## config.mk

```make
export PLATFORM = sky130hd
export DESIGN_NAME = rx_status_bank
export DESIGN_NICKNAME = d
export VERILOG_FILES = /design/src/rtl/rx_status_pkg.sv /design/src/rtl/rx_status_bank.sv
export SDC_FILE = /design/constraint.sdc
export NUM_CORES = 1
export LEC_CHECK = 0
export BUFFER_PORTS_ARGS = -buffer_cell sky130_fd_sc_hd__buf_2
export CAP_MARGIN = 20
export CELL_PAD_IN_SITES_DETAIL_PLACEMENT = 2
export CELL_PAD_IN_SITES_GLOBAL_PLACEMENT = 2
export CORE_MARGIN = 4
export CORE_UTILIZATION = 36
export CTS_CLUSTER_DIAMETER = 80
export DETAILED_ROUTE_END_ITERATION = 12
export GPL_TIMING_DRIVEN = 0
export PLACE_DENSITY = 0.85
export SLEW_MARGIN = 10
export SYNTH_ARGS = -nofsm -noshare
export SYNTH_HDL_FRONTEND = slang
export SYNTH_SLANG_ARGS = --single-unit
```

## constraint.sdc

```tcl
create_clock -name ref_clk -period 2.5 [get_ports ref_clk]
set_input_delay 0.5 -clock ref_clk [delete_from_list [all_inputs] [get_ports ref_clk]]
set_output_delay 0.5 -clock ref_clk [all_outputs]
set_load 0.01 [all_outputs]
```

## src/rtl/rx_status_pkg.sv

```systemverilog
package rx_status_pkg;

  // ****************************************************************
  // Register indices (printed offsets); byte address is the index times four.
  // ****************************************************************
  localparam logic [7:0] IDX_STATUS   = 8'h28; // Status flags index.
  localparam logic [7:0] IDX_VC_DT    = 8'h2A; // Last channel and type.
  localparam logic [7:0] IDX_RPT_PKT  = 8'h2B; // Packet error report.
  localparam logic [7:0] IDX_RPT_LANE = 8'h2C; // Lane error report.
  localparam logic [7:0] IDX_RPT_MISC = 8'h2D; // Misc error report.
  localparam logic [7:0] IDX_HSW_HI   = 8'h30; // Hsync width high bits.
  localparam logic [7:0] IDX_CONFIG   = 8'h40; // Mode control bits.
  localparam logic [7:0] IDX_ERR_EN0  = 8'h41; // Lane error enables.
  localparam logic [7:0] IDX_ERR_EN1  = 8'h42; // Packet error enables.
  localparam logic [7:0] IDX_ERR_CNT  = 8'h43; // Error event count.
  localparam logic [7:0] IDX_IRQ_STAT = 8'h44; // Sticky event status.
  localparam logic [7:0] IDX_IRQ_EN   = 8'h45; // Event enable.
  localparam logic [7:0] IDX_IRQ_CLR  = 8'h46; // Write one to clear.

  // ****************************************************************
  // Status bit positions.
  // ****************************************************************
  localparam int ST_OVF  = 6; // Crossing-FIFO overflow.
  localparam int ST_UNF  = 5; // Crossing-FIFO underflow.
  localparam int ST_BUF  = 4; // Link buffer error.
  localparam int ST_CMD  = 3; // Command FIFO overflow, never set.
  localparam int ST_EOT  = 2; // Missing end packet.
  localparam int ST_BTA  = 1; // Read without turnaround, never set.
  localparam int ST_SUM  = 0; // Summary error.

  // ****************************************************************
  // Configuration fields and reset values.
  // ****************************************************************
  // Kept clear of the channel enables in 3:0, so writing them is harmless.
  localparam int CFG_NO_EOT = 5; // No end packet mode.
  localparam int CFG_HOLD   = 4; // Hold error as level.
  localparam logic [7:0] CONFIG_RST  = 8'h0F; // Channel enables in 3:0.
  localparam logic [7:0] ERR_EN0_RST = 8'hFF; // All lane errors on.
  localparam logic [7:0] ERR_EN1_RST = 8'h7F; // All packet errors on.
  localparam logic [7:0] ZERO8       = 8'h00; // Generic zero reset.
  localparam logic [3:0] DT_LO_MIN   = 4'hB; // Pixel stream types low.
  localparam logic [3:0] DT_LO_MAX   = 4'hE; // Pixel stream types high.
  localparam logic [1:0] HSW_HI_MASK = 2'h3; // Writable hsync bits.

endpackage

```

## src/rtl/rx_status_bank.sv

```systemverilog
// The implementer's own choice: the APB interface to the registers.
`timescale 1ns/1ps
`default_nettype none
module rx_status_bank
  import rx_status_pkg::*;
(
  input  wire  logic        ref_clk,      // System clock, 20 MHz.
  input  wire  logic        nrst,         // Synchronous reset, active low.
  input  wire  logic        clk_en,       // Freezes all state when low.
  input  wire  logic        psel,         // APB select.
  input  wire  logic        penable,      // APB access phase.
  input  wire  logic        pwrite,       // APB direction.
  input  wire  logic [11:0] paddr,        // APB byte address.
  input  wire  logic [31:0] pwdata,       // APB write data.
  output var   logic [31:0] prdata,       // APB read data.
  output var   logic        pready,       // APB ready.
  output var   logic        pslverr,      // APB error, unmapped.
  input  wire  logic        byte_clk,     // Receiver byte clock pin.
  input  wire  logic        fifo_ovf_ev,  // Overflow level, byte domain.
  input  wire  logic        fifo_unf_ev,  // Underflow level, byte domain.
  input  wire  logic        buf_err_ev,   // Link buffer overflow.
  input  wire  logic        eot_miss_ev,  // Transmission end, no packet.
  input  wire  logic        hdr_valid,    // Packet header present.
  input  wire  logic [7:0]  hdr_id,       // Channel 7:6, type 5:0.
  input  wire  logic [7:0]  pkt_err,      // Packet error conditions.
  input  wire  logic [7:0]  lane_err,     // Lane error conditions.
  output var   logic        err_ind,      // Error status indication.
  output var   logic        irq           // Level interrupt.
);

  // ****************************************************************
  // Input synchronisers: three stages on every external event.
  // ****************************************************************
  localparam int NIN = 22; // Bits of external input in the bundle.
  logic [NIN-1:0] raw_in;  // Bundle of outside inputs.
  logic [NIN-1:0] s1;      // First stage, read only by s2.
  logic [NIN-1:0] s2;      // Second stage.
  logic [NIN-1:0] s3;      // Third stage.
  logic [NIN-1:0] stab;    // Value once s2 and s3 agree.
  logic [NIN-1:0] stab_d;  // Previous stable value for edges.

  assign raw_in = {byte_clk, fifo_ovf_ev, fifo_unf_ev, buf_err_ev,
                   eot_miss_ev, hdr_valid, hdr_id, pkt_err[7],
                   pkt_err[5:0], lane_err[6:6]};

  // Three flops per input; a change counts when stages two and three agree.
  always_ff @(posedge ref_clk)
  begin
    if (!nrst)
    begin
      s1     <= '0;
      s2     <= '0;
      s3     <= '0;
      stab   <= '0;
      stab_d <= '0;
    end
    else if (clk_en)
    begin
      s1     <= raw_in;
      s2     <= s1;
      s3     <= s2;
      stab_d <= stab;
      for (int i = 0; i < NIN; i++)
      begin
        if (s2[i] == s3[i])
        begin
          stab[i] <= s3[i];
        end
      end
    end
  end

  // Lane error bits 5:0 take a separate synchroniser bundle.
  logic [5:0] l1;    // First stage, read only by l2.
  logic [5:0] l2;    // Second stage.
  logic [5:0] l3;    // Third stage.
  logic [5:0] lstab; // Agreed value.

  // Same scheme for the remaining lane error bits.
  always_ff @(posedge ref_clk)
  begin
    if (!nrst)
    begin
      l1    <= '0;
      l2    <= '0;
      l3    <= '0;
      lstab <= '0;
    end
    else if (clk_en)
    begin
      l1 <= lane_err[5:0];
      l2 <= l1;
      l3 <= l2;
      for (int i = 0; i < 6; i++)
      begin
        if (l2[i] == l3[i])
        begin
          lstab[i] <= l3[i];
        end
      end
    end
  end

  // ****************************************************************
  // Event decode in the system domain.
  // ****************************************************************
  logic       bclk_rise; // Rising edge of byte clock seen.
  logic       ovf_evt;   // Overflow seen this cycle.
  logic       unf_evt;   // Underflow seen this cycle.
  logic       buf_evt;   // Link buffer error this cycle.
  logic       eot_evt;   // Missing end packet this cycle.
  logic       hdr_evt;   // Header taken this cycle.
  logic [7:0] hid;       // Synchronised header id.
  logic [7:0] pkt_now;   // Packet errors, report layout.
  logic [7:0] lane_now;  // Lane errors, report layout.
  logic [7:0] pkt_rise;  // New packet errors.
  logic [7:0] lane_rise; // New lane errors.
  logic       any_err;   // Some enabled error rose.
  logic [7:0] cfg;       // Mode controls and channel enables.
  logic [7:0] en0;       // Lane error enables.
  logic [7:0] en1;       // Packet error enables.
  logic [7:0] pkt_rpt;   // Packet error report.
  logic [7:0] lane_rpt;  // Lane error report.

  // Edges are taken on the agreed value; events are qualified by clock edge.
  assign bclk_rise = stab[21] & ~stab_d[21];
  assign ovf_evt   = bclk_rise & stab[20];
  assign unf_evt   = bclk_rise & stab[19];
  assign buf_evt   = bclk_rise & stab[18];
  assign eot_evt   = bclk_rise & stab[17] & ~cfg[CFG_NO_EOT];
  assign hdr_evt   = bclk_rise & stab[16];
  assign hid       = stab[15:8];
  // Packet report: protocol 7, length 5, channel 4, type 3, crc 2, ecc 1:0.
  assign pkt_now   = {stab[7], 1'b0, stab[6:1]};
  // Lane report: control 6, timeout 5 down to start 0.
  assign lane_now  = {1'b0, stab[0], lstab};
  assign pkt_rise  = pkt_now & ~pkt_rpt;
  assign lane_rise = lane_now & ~lane_rpt;

  // Enables map: en1 bit 3 gates the invalid channel bit, others alike.
  assign any_err = |(pkt_rise & {en1[5], 1'b0, en1[4], en1[3], en1[2],
                                  en1[1], en1[0], en0[7]})
                 | |(lane_rise & {1'b0, en0[6], en0[3], en0[4], en0[2],
                                  en1[6], en0[1], en0[0]})
                 | eot_evt;

  // ****************************************************************
  // Packet and lane reports follow the current conditions; the misc report latches.
  // ****************************************************************
  logic [7:0] misc_rpt; // Misc error report.
  logic       eot_lvl;  // End packet missing seen since last header.

  // Packet and lane reports show live conditions; eot_lvl latches; packets are never dropped here.
  always_ff @(posedge ref_clk)
  begin
    if (!nrst)
    begin
      pkt_rpt  <= ZERO8;
      lane_rpt <= ZERO8;
      eot_lvl  <= 1'b0;
    end
    else if (clk_en)
    begin
      pkt_rpt  <= pkt_now;
      lane_rpt <= lane_now;
      if (eot_evt)
      begin
        eot_lvl <= 1'b1;
      end
      else if (hdr_evt)
      begin
        eot_lvl <= 1'b0;
      end
    end
  end

  // Command bits 2 and 0 stay zero; bits 7:3 read zero.
  assign misc_rpt = {6'b0, eot_lvl, 1'b0};

  // ****************************************************************
  // Last pixel-stream packet channel and type.
  // ****************************************************************
  logic [7:0] vc_dt; // Channel 7:6, type 5:0.

  // Only pixel stream types update the capture.
  always_ff @(posedge ref_clk)
  begin
    if (!nrst)
    begin
      vc_dt <= ZERO8;
    end
    else if (clk_en && hdr_evt && hid[3:0] >= DT_LO_MIN
             && hid[3:0] <= DT_LO_MAX)
    begin
      vc_dt <= hid;
    end
  end

  // ****************************************************************
  // APB slave: one wait state; unmapped addresses raise pslverr.
  // ****************************************************************
  logic       acc;      // Access phase this cycle.
  logic       wr_acc;   // Write taken this cycle.
  logic       rd_stat;  // Status read taken this cycle.
  logic [7:0] idx;      // Register index.
  logic       mapped;   // Index is known.
  logic [7:0] rd_val;   // Selected read value.
  logic [7:0] status;   // Clear-on-read flags.
  logic [7:0] err_cnt;  // Error event count.
  logic [1:0] hsw_hi;   // Hsync width high bits.
  logic [7:0] irq_stat; // Sticky event status.
  logic [7:0] irq_en;   // Event enable.

  assign acc     = psel & penable & ~pready & clk_en;
  assign wr_acc  = acc & pwrite;
  assign idx     = paddr[9:2];
  // A refused read must not clear the flags, so it is gated by the map.
  assign rd_stat = acc & ~pwrite & mapped & (idx == IDX_STATUS);

  // Read mux and map check.
  always_comb
  begin
    mapped = (paddr[11:10] == 2'h0) && (paddr[1:0] == 2'h0);
    rd_val = ZERO8;
    unique case (idx)
      IDX_STATUS:   rd_val = status;
      IDX_VC_DT:    rd_val = vc_dt;
      IDX_RPT_PKT:  rd_val = pkt_rpt;
      IDX_RPT_LANE: rd_val = lane_rpt;
      IDX_RPT_MISC: rd_val = misc_rpt;
      IDX_HSW_HI:   rd_val = {6'b0, hsw_hi};
      IDX_CONFIG:   rd_val = cfg;
      IDX_ERR_EN0:  rd_val = en0;
      IDX_ERR_EN1:  rd_val = en1;
      IDX_ERR_CNT:  rd_val = err_cnt;
      IDX_IRQ_STAT: rd_val = irq_stat;
      IDX_IRQ_EN:   rd_val = irq_en;
      IDX_IRQ_CLR:  rd_val = ZERO8;
      default:      mapped = 1'b0;
    endcase
  end

  // Answer in the second access cycle; outputs registered.
  always_ff @(posedge ref_clk)
  begin
    if (!nrst)
    begin
      pready  <= 1'b0;
      pslverr <= 1'b0;
      prdata  <= '0;
    end
    else if (clk_en)
    begin
      pready  <= psel & penable & ~pready;
      pslverr <= psel & penable & ~pready & ~mapped;
      prdata  <= (psel & penable & ~pready & ~pwrite & mapped)
                 ? {24'h000000, rd_val} : 32'h00000000;
    end
  end

  // Writable configuration registers.
  always_ff @(posedge ref_clk)
  begin
    if (!nrst)
    begin
      cfg    <= CONFIG_RST;
      en0    <= ERR_EN0_RST;
      en1    <= ERR_EN1_RST;
      hsw_hi <= 2'h0;
      irq_en <= ZERO8;
    end
    else if (wr_acc && mapped)
    begin
      unique case (idx)
        IDX_CONFIG:  cfg    <= pwdata[7:0];
        IDX_ERR_EN0: en0    <= pwdata[7:0];
        IDX_ERR_EN1: en1    <= {1'b0, pwdata[6:0]};
        IDX_HSW_HI:  hsw_hi <= pwdata[1:0] & HSW_HI_MASK;
        IDX_IRQ_EN:  irq_en <= pwdata[7:0];
        default:     ;
      endcase
    end
  end

  // ****************************************************************
  // Status flags: a new event wins over the clearing read.
  // ****************************************************************
  logic [7:0] set_vec; // Events this cycle in status layout.
  assign set_vec = {1'b0, ovf_evt, unf_evt, buf_evt, 1'b0, eot_evt,
                    1'b0, any_err};

  always_ff @(posedge ref_clk)
  begin
    if (!nrst)
    begin
      status <= ZERO8;
    end
    else if (clk_en)
    begin
      status <= (rd_stat ? ZERO8 : status) | set_vec;
    end
  end

  // Count enabled error events; saturates rather than wraps.
  always_ff @(posedge ref_clk)
  begin
    if (!nrst)
    begin
      err_cnt <= ZERO8;
    end
    else if (clk_en && any_err && err_cnt != 8'hFF)
    begin
      err_cnt <= err_cnt + 8'h01;
    end
  end

  // ****************************************************************
  // Interrupts and error indication.
  // ****************************************************************
  logic clr_wr; // Write to the clear register.
  assign clr_wr = wr_acc & mapped & (idx == IDX_IRQ_CLR);

  // Sticky events; a set in the clearing cycle survives.
  always_ff @(posedge ref_clk)
  begin
    if (!nrst)
    begin
      irq_stat <= ZERO8;
      irq      <= 1'b0;
      err_ind  <= 1'b0;
    end
    else if (clk_en)
    begin
      irq_stat <= (irq_stat & ~(clr_wr ? pwdata[7:0] : ZERO8)) | set_vec;
      irq      <= |(irq_stat & irq_en);
      // Pulse per event, or the latched summary flag in hold mode.
      err_ind  <= cfg[CFG_HOLD] ? (status[ST_SUM] | any_err)
                                : any_err;
    end
  end

endmodule
`default_nettype wire

```

==> metrics.txt <==
CTS root buf=clkbuf_16; CP peak stage delay=580 ps; die height=165 um; area growth from synthesis to layout=17.6%; hold buffer count at cts=0; FF+latch count, synth=202; first-pass GRT wire length=48.0 mm; maximum clock rate=425 MHz; Crit path arrival time=2790 ps; post-DP HPWL=22.0 mm; Mapped Area=8890 um^2; 1st-iter DRT viols=411; final wirelength=30.6 mm; min-delay worst type=in2reg; vias=7601; vias in the first global route=8316; cts repair resizes=0; first drt pass iteration count=5; Reg-to-Reg Start=stab[21]; Final Hold Vio Count=0; setup bufs post-CTS=0; pwr dens=684 nW/um^2; later-pin clock latency in the skew report=530 ps; Buffers on Ports=64; status=finished clean; cells after synthesis=949; CP delay by family, top=simple AND/OR/NAND/NOR gates; GPL Wtd Cong=0.940; H-tree levels=1; Worst Setup EP=err_cnt[6]; most frequent cells in the layout=202 x dfxtp_1, 133 x mux2i_1, 100 x nor2_1; Synth cell types=74; # setup viols final=0; stages on the worst setup path=6; YS warnings=0; sum of negative setup slack=0 ps; CTS max path bufs=3; unrepaired setup endpoints after global routing=false; min setup slack post-route=147 ps; TritonCTS Buffers=24; I/O pin cnt=116; Residual DRC=0; CTS tree=done; most common cell after layout, fill and taps aside=dfxtp_1; CP Max Fanout=10; GRT Total Usage=22.5%; worst slack, placed=20.6 ps; Final #Nets=1143; Hold Crit Depth=2; post-route clock period utilization=94.1%; Critical path origin=stab[21]; initial antenna violation count=0; reg2reg setup slack=150 ps; Avg Cell Area, Syn=9.37 um^2; top_reg_cell synth=dfxtp_1; Clock Skew=18.0 ps; Slew HR=34.5%; Tmin final=2350 ps; Core Region=24300 um^2; largest net degree at the start of global routing=13; Max Cap Viol=0; Die ar.=27300 um^2; Req. time, crit path=2940 ps; slowest stage cell, crit path=o2111ai_1; layout cell share with drive strength beyond 1=16.1%; asr flop ratio synth=0%; Lkg Pwr=4.23 nW; wire per inst=21.8 um; worst r2r path cells=6; grt ovf=0; worst-margin pin slew=982 ps; FF-to-FF End=err_cnt[6]; clk slew on worst S/H paths=60 ps; initial core utilization=36.6%; crit end category=flop; Worst Setup Path Type=reg2reg; Die W=165 um; VDD IR max=0.458 mV; Antenna Nets Post-Route=0; ANT cells=0; Buf+Inv Stages, Crit Path=0; clock sink count=202; CP cell instances=nor4bb_1 -> o21bai_1 -> nor4_1 -> o2111ai_1 -> and4b_1 -> nor3_1; Post-synth EDFFs=0; max-slew violations=0; row count=57; via density per instance=5.41; Worst setup SP type=flop; sequential-to-total area share from yosys stat=45.5%
## registers in the layout, summed over array words and instances, names as in the netlist, 7 cells and up
signal / flops
cfg: 8
en0: 8
en1: 7
err_cnt: 8
irq_en: 8
irq_stat: 8
prdata: 8
s1: 22
s2: 22
s3: 22
stab: 22
stab_d: 9
vc_dt: 8
## metal layers
layer | track usage (%) | vias to the layer above | routed length [um]
li1 | - | 3507 | -
met1 | 28.2 | 3798 | 13000
met2 | 39.1 | 220 | 14800
met3 | 3.52 | 76 | 1590
met4 | 8.24 | 0 | 1160
met5 | 0 | - | 0
## metrics by stage
| step | util, % | instances | hold slack [ps] | total power [mW] | instance area, um^2 |
|---|---|---|---|---|---|
| 2_1_floorplan | - | 972 | 422 | 3.67 | 8980 |
| 3_3_place_gp | 39.9 | 1360 | 436 | 3.85 | 9710 |
| 3_5_place_dp | 39.9 | 1360 | 445 | 3.86 | 9710 |
| 4_1_cts | 43.0 | 1404 | 184 | 7.23 | 10500 |
| 5_1_grt | 43.0 | 1404 | 218 | 7.42 | 10500 |
| 6_report | 43.0 | 1404 | 205 | 7.15 | 10500 |
## cell type report
cell class | instances | area (um^2)
Buffer | 77 | 415
Clock buffer | 34 | 689
Clock inverter | 10 | 60.1
Fill cell | 2649 | 13900
Inverter | 5 | 18.8
Multi-Input combinational cell | 688 | 4500
Sequential cell | 202 | 4040
Tap cell | 324 | 405
Timing Repair Buffer | 64 | 320
## kinds of logic (layout without fill, tap and decap cells)
logic type,count (synthesis),in the layout,share of synthesized area (%)
XOR/XNOR,1,1,0.0985
AO/OA/AOI/OAI,189,189,13.1
multiplexers,144,144,16.6
AND/OR/NAND/NOR,329,329,19.6
adder cells (fa/ha/maj),1,1,0.141
flip-flops,202,202,45.5
buffers and inverters,82,190,4.88
other,1,24,0.0422
## worst register-to-register path, stage by stage (launching register included)
cell and delay, ps:
dfxtp_1 360, nor4bb_1 160, o21bai_1 180, nor4_1 390
o2111ai_1 580, and4b_1 430, nor3_1 170
## cell usage after synthesis (all sizes together), types with 9 or more instances
master  count  area [um^2]
a21oi      55          275
and2       27          169
buf        48          307
clkbuf     29          109
dfxtp     202         4040
mux2        9          101
mux2i     133         1330
nand2      81          304
nand3      21          118
nor2      102          388
nor2b      48          308
o21a       23          173
o21ai      62          310
## power by group
part | internal, mW | leakage [nW] | switching, mW | total (mW)
logic | 0.183 | 2.24 | 0.310 | 0.493
clock network | 1.92 | 0.361 | 1.43 | 3.35
registers | 3.27 | 1.64 | 0.0358 | 3.31
## worst min-delay path by stage
stage                        endpoint        start
final                     irq_stat[7]    pwdata[7]
after global routing            l1[2]  lane_err[2]
after CTS                 irq_stat[7]    pwdata[7]
after detailed placement  irq_stat[3]  irq_stat[3]
after global placement    irq_stat[3]  irq_stat[3]
after floorplan           irq_stat[1]  irq_stat[1]
Power figures use the tool's default switching activity.
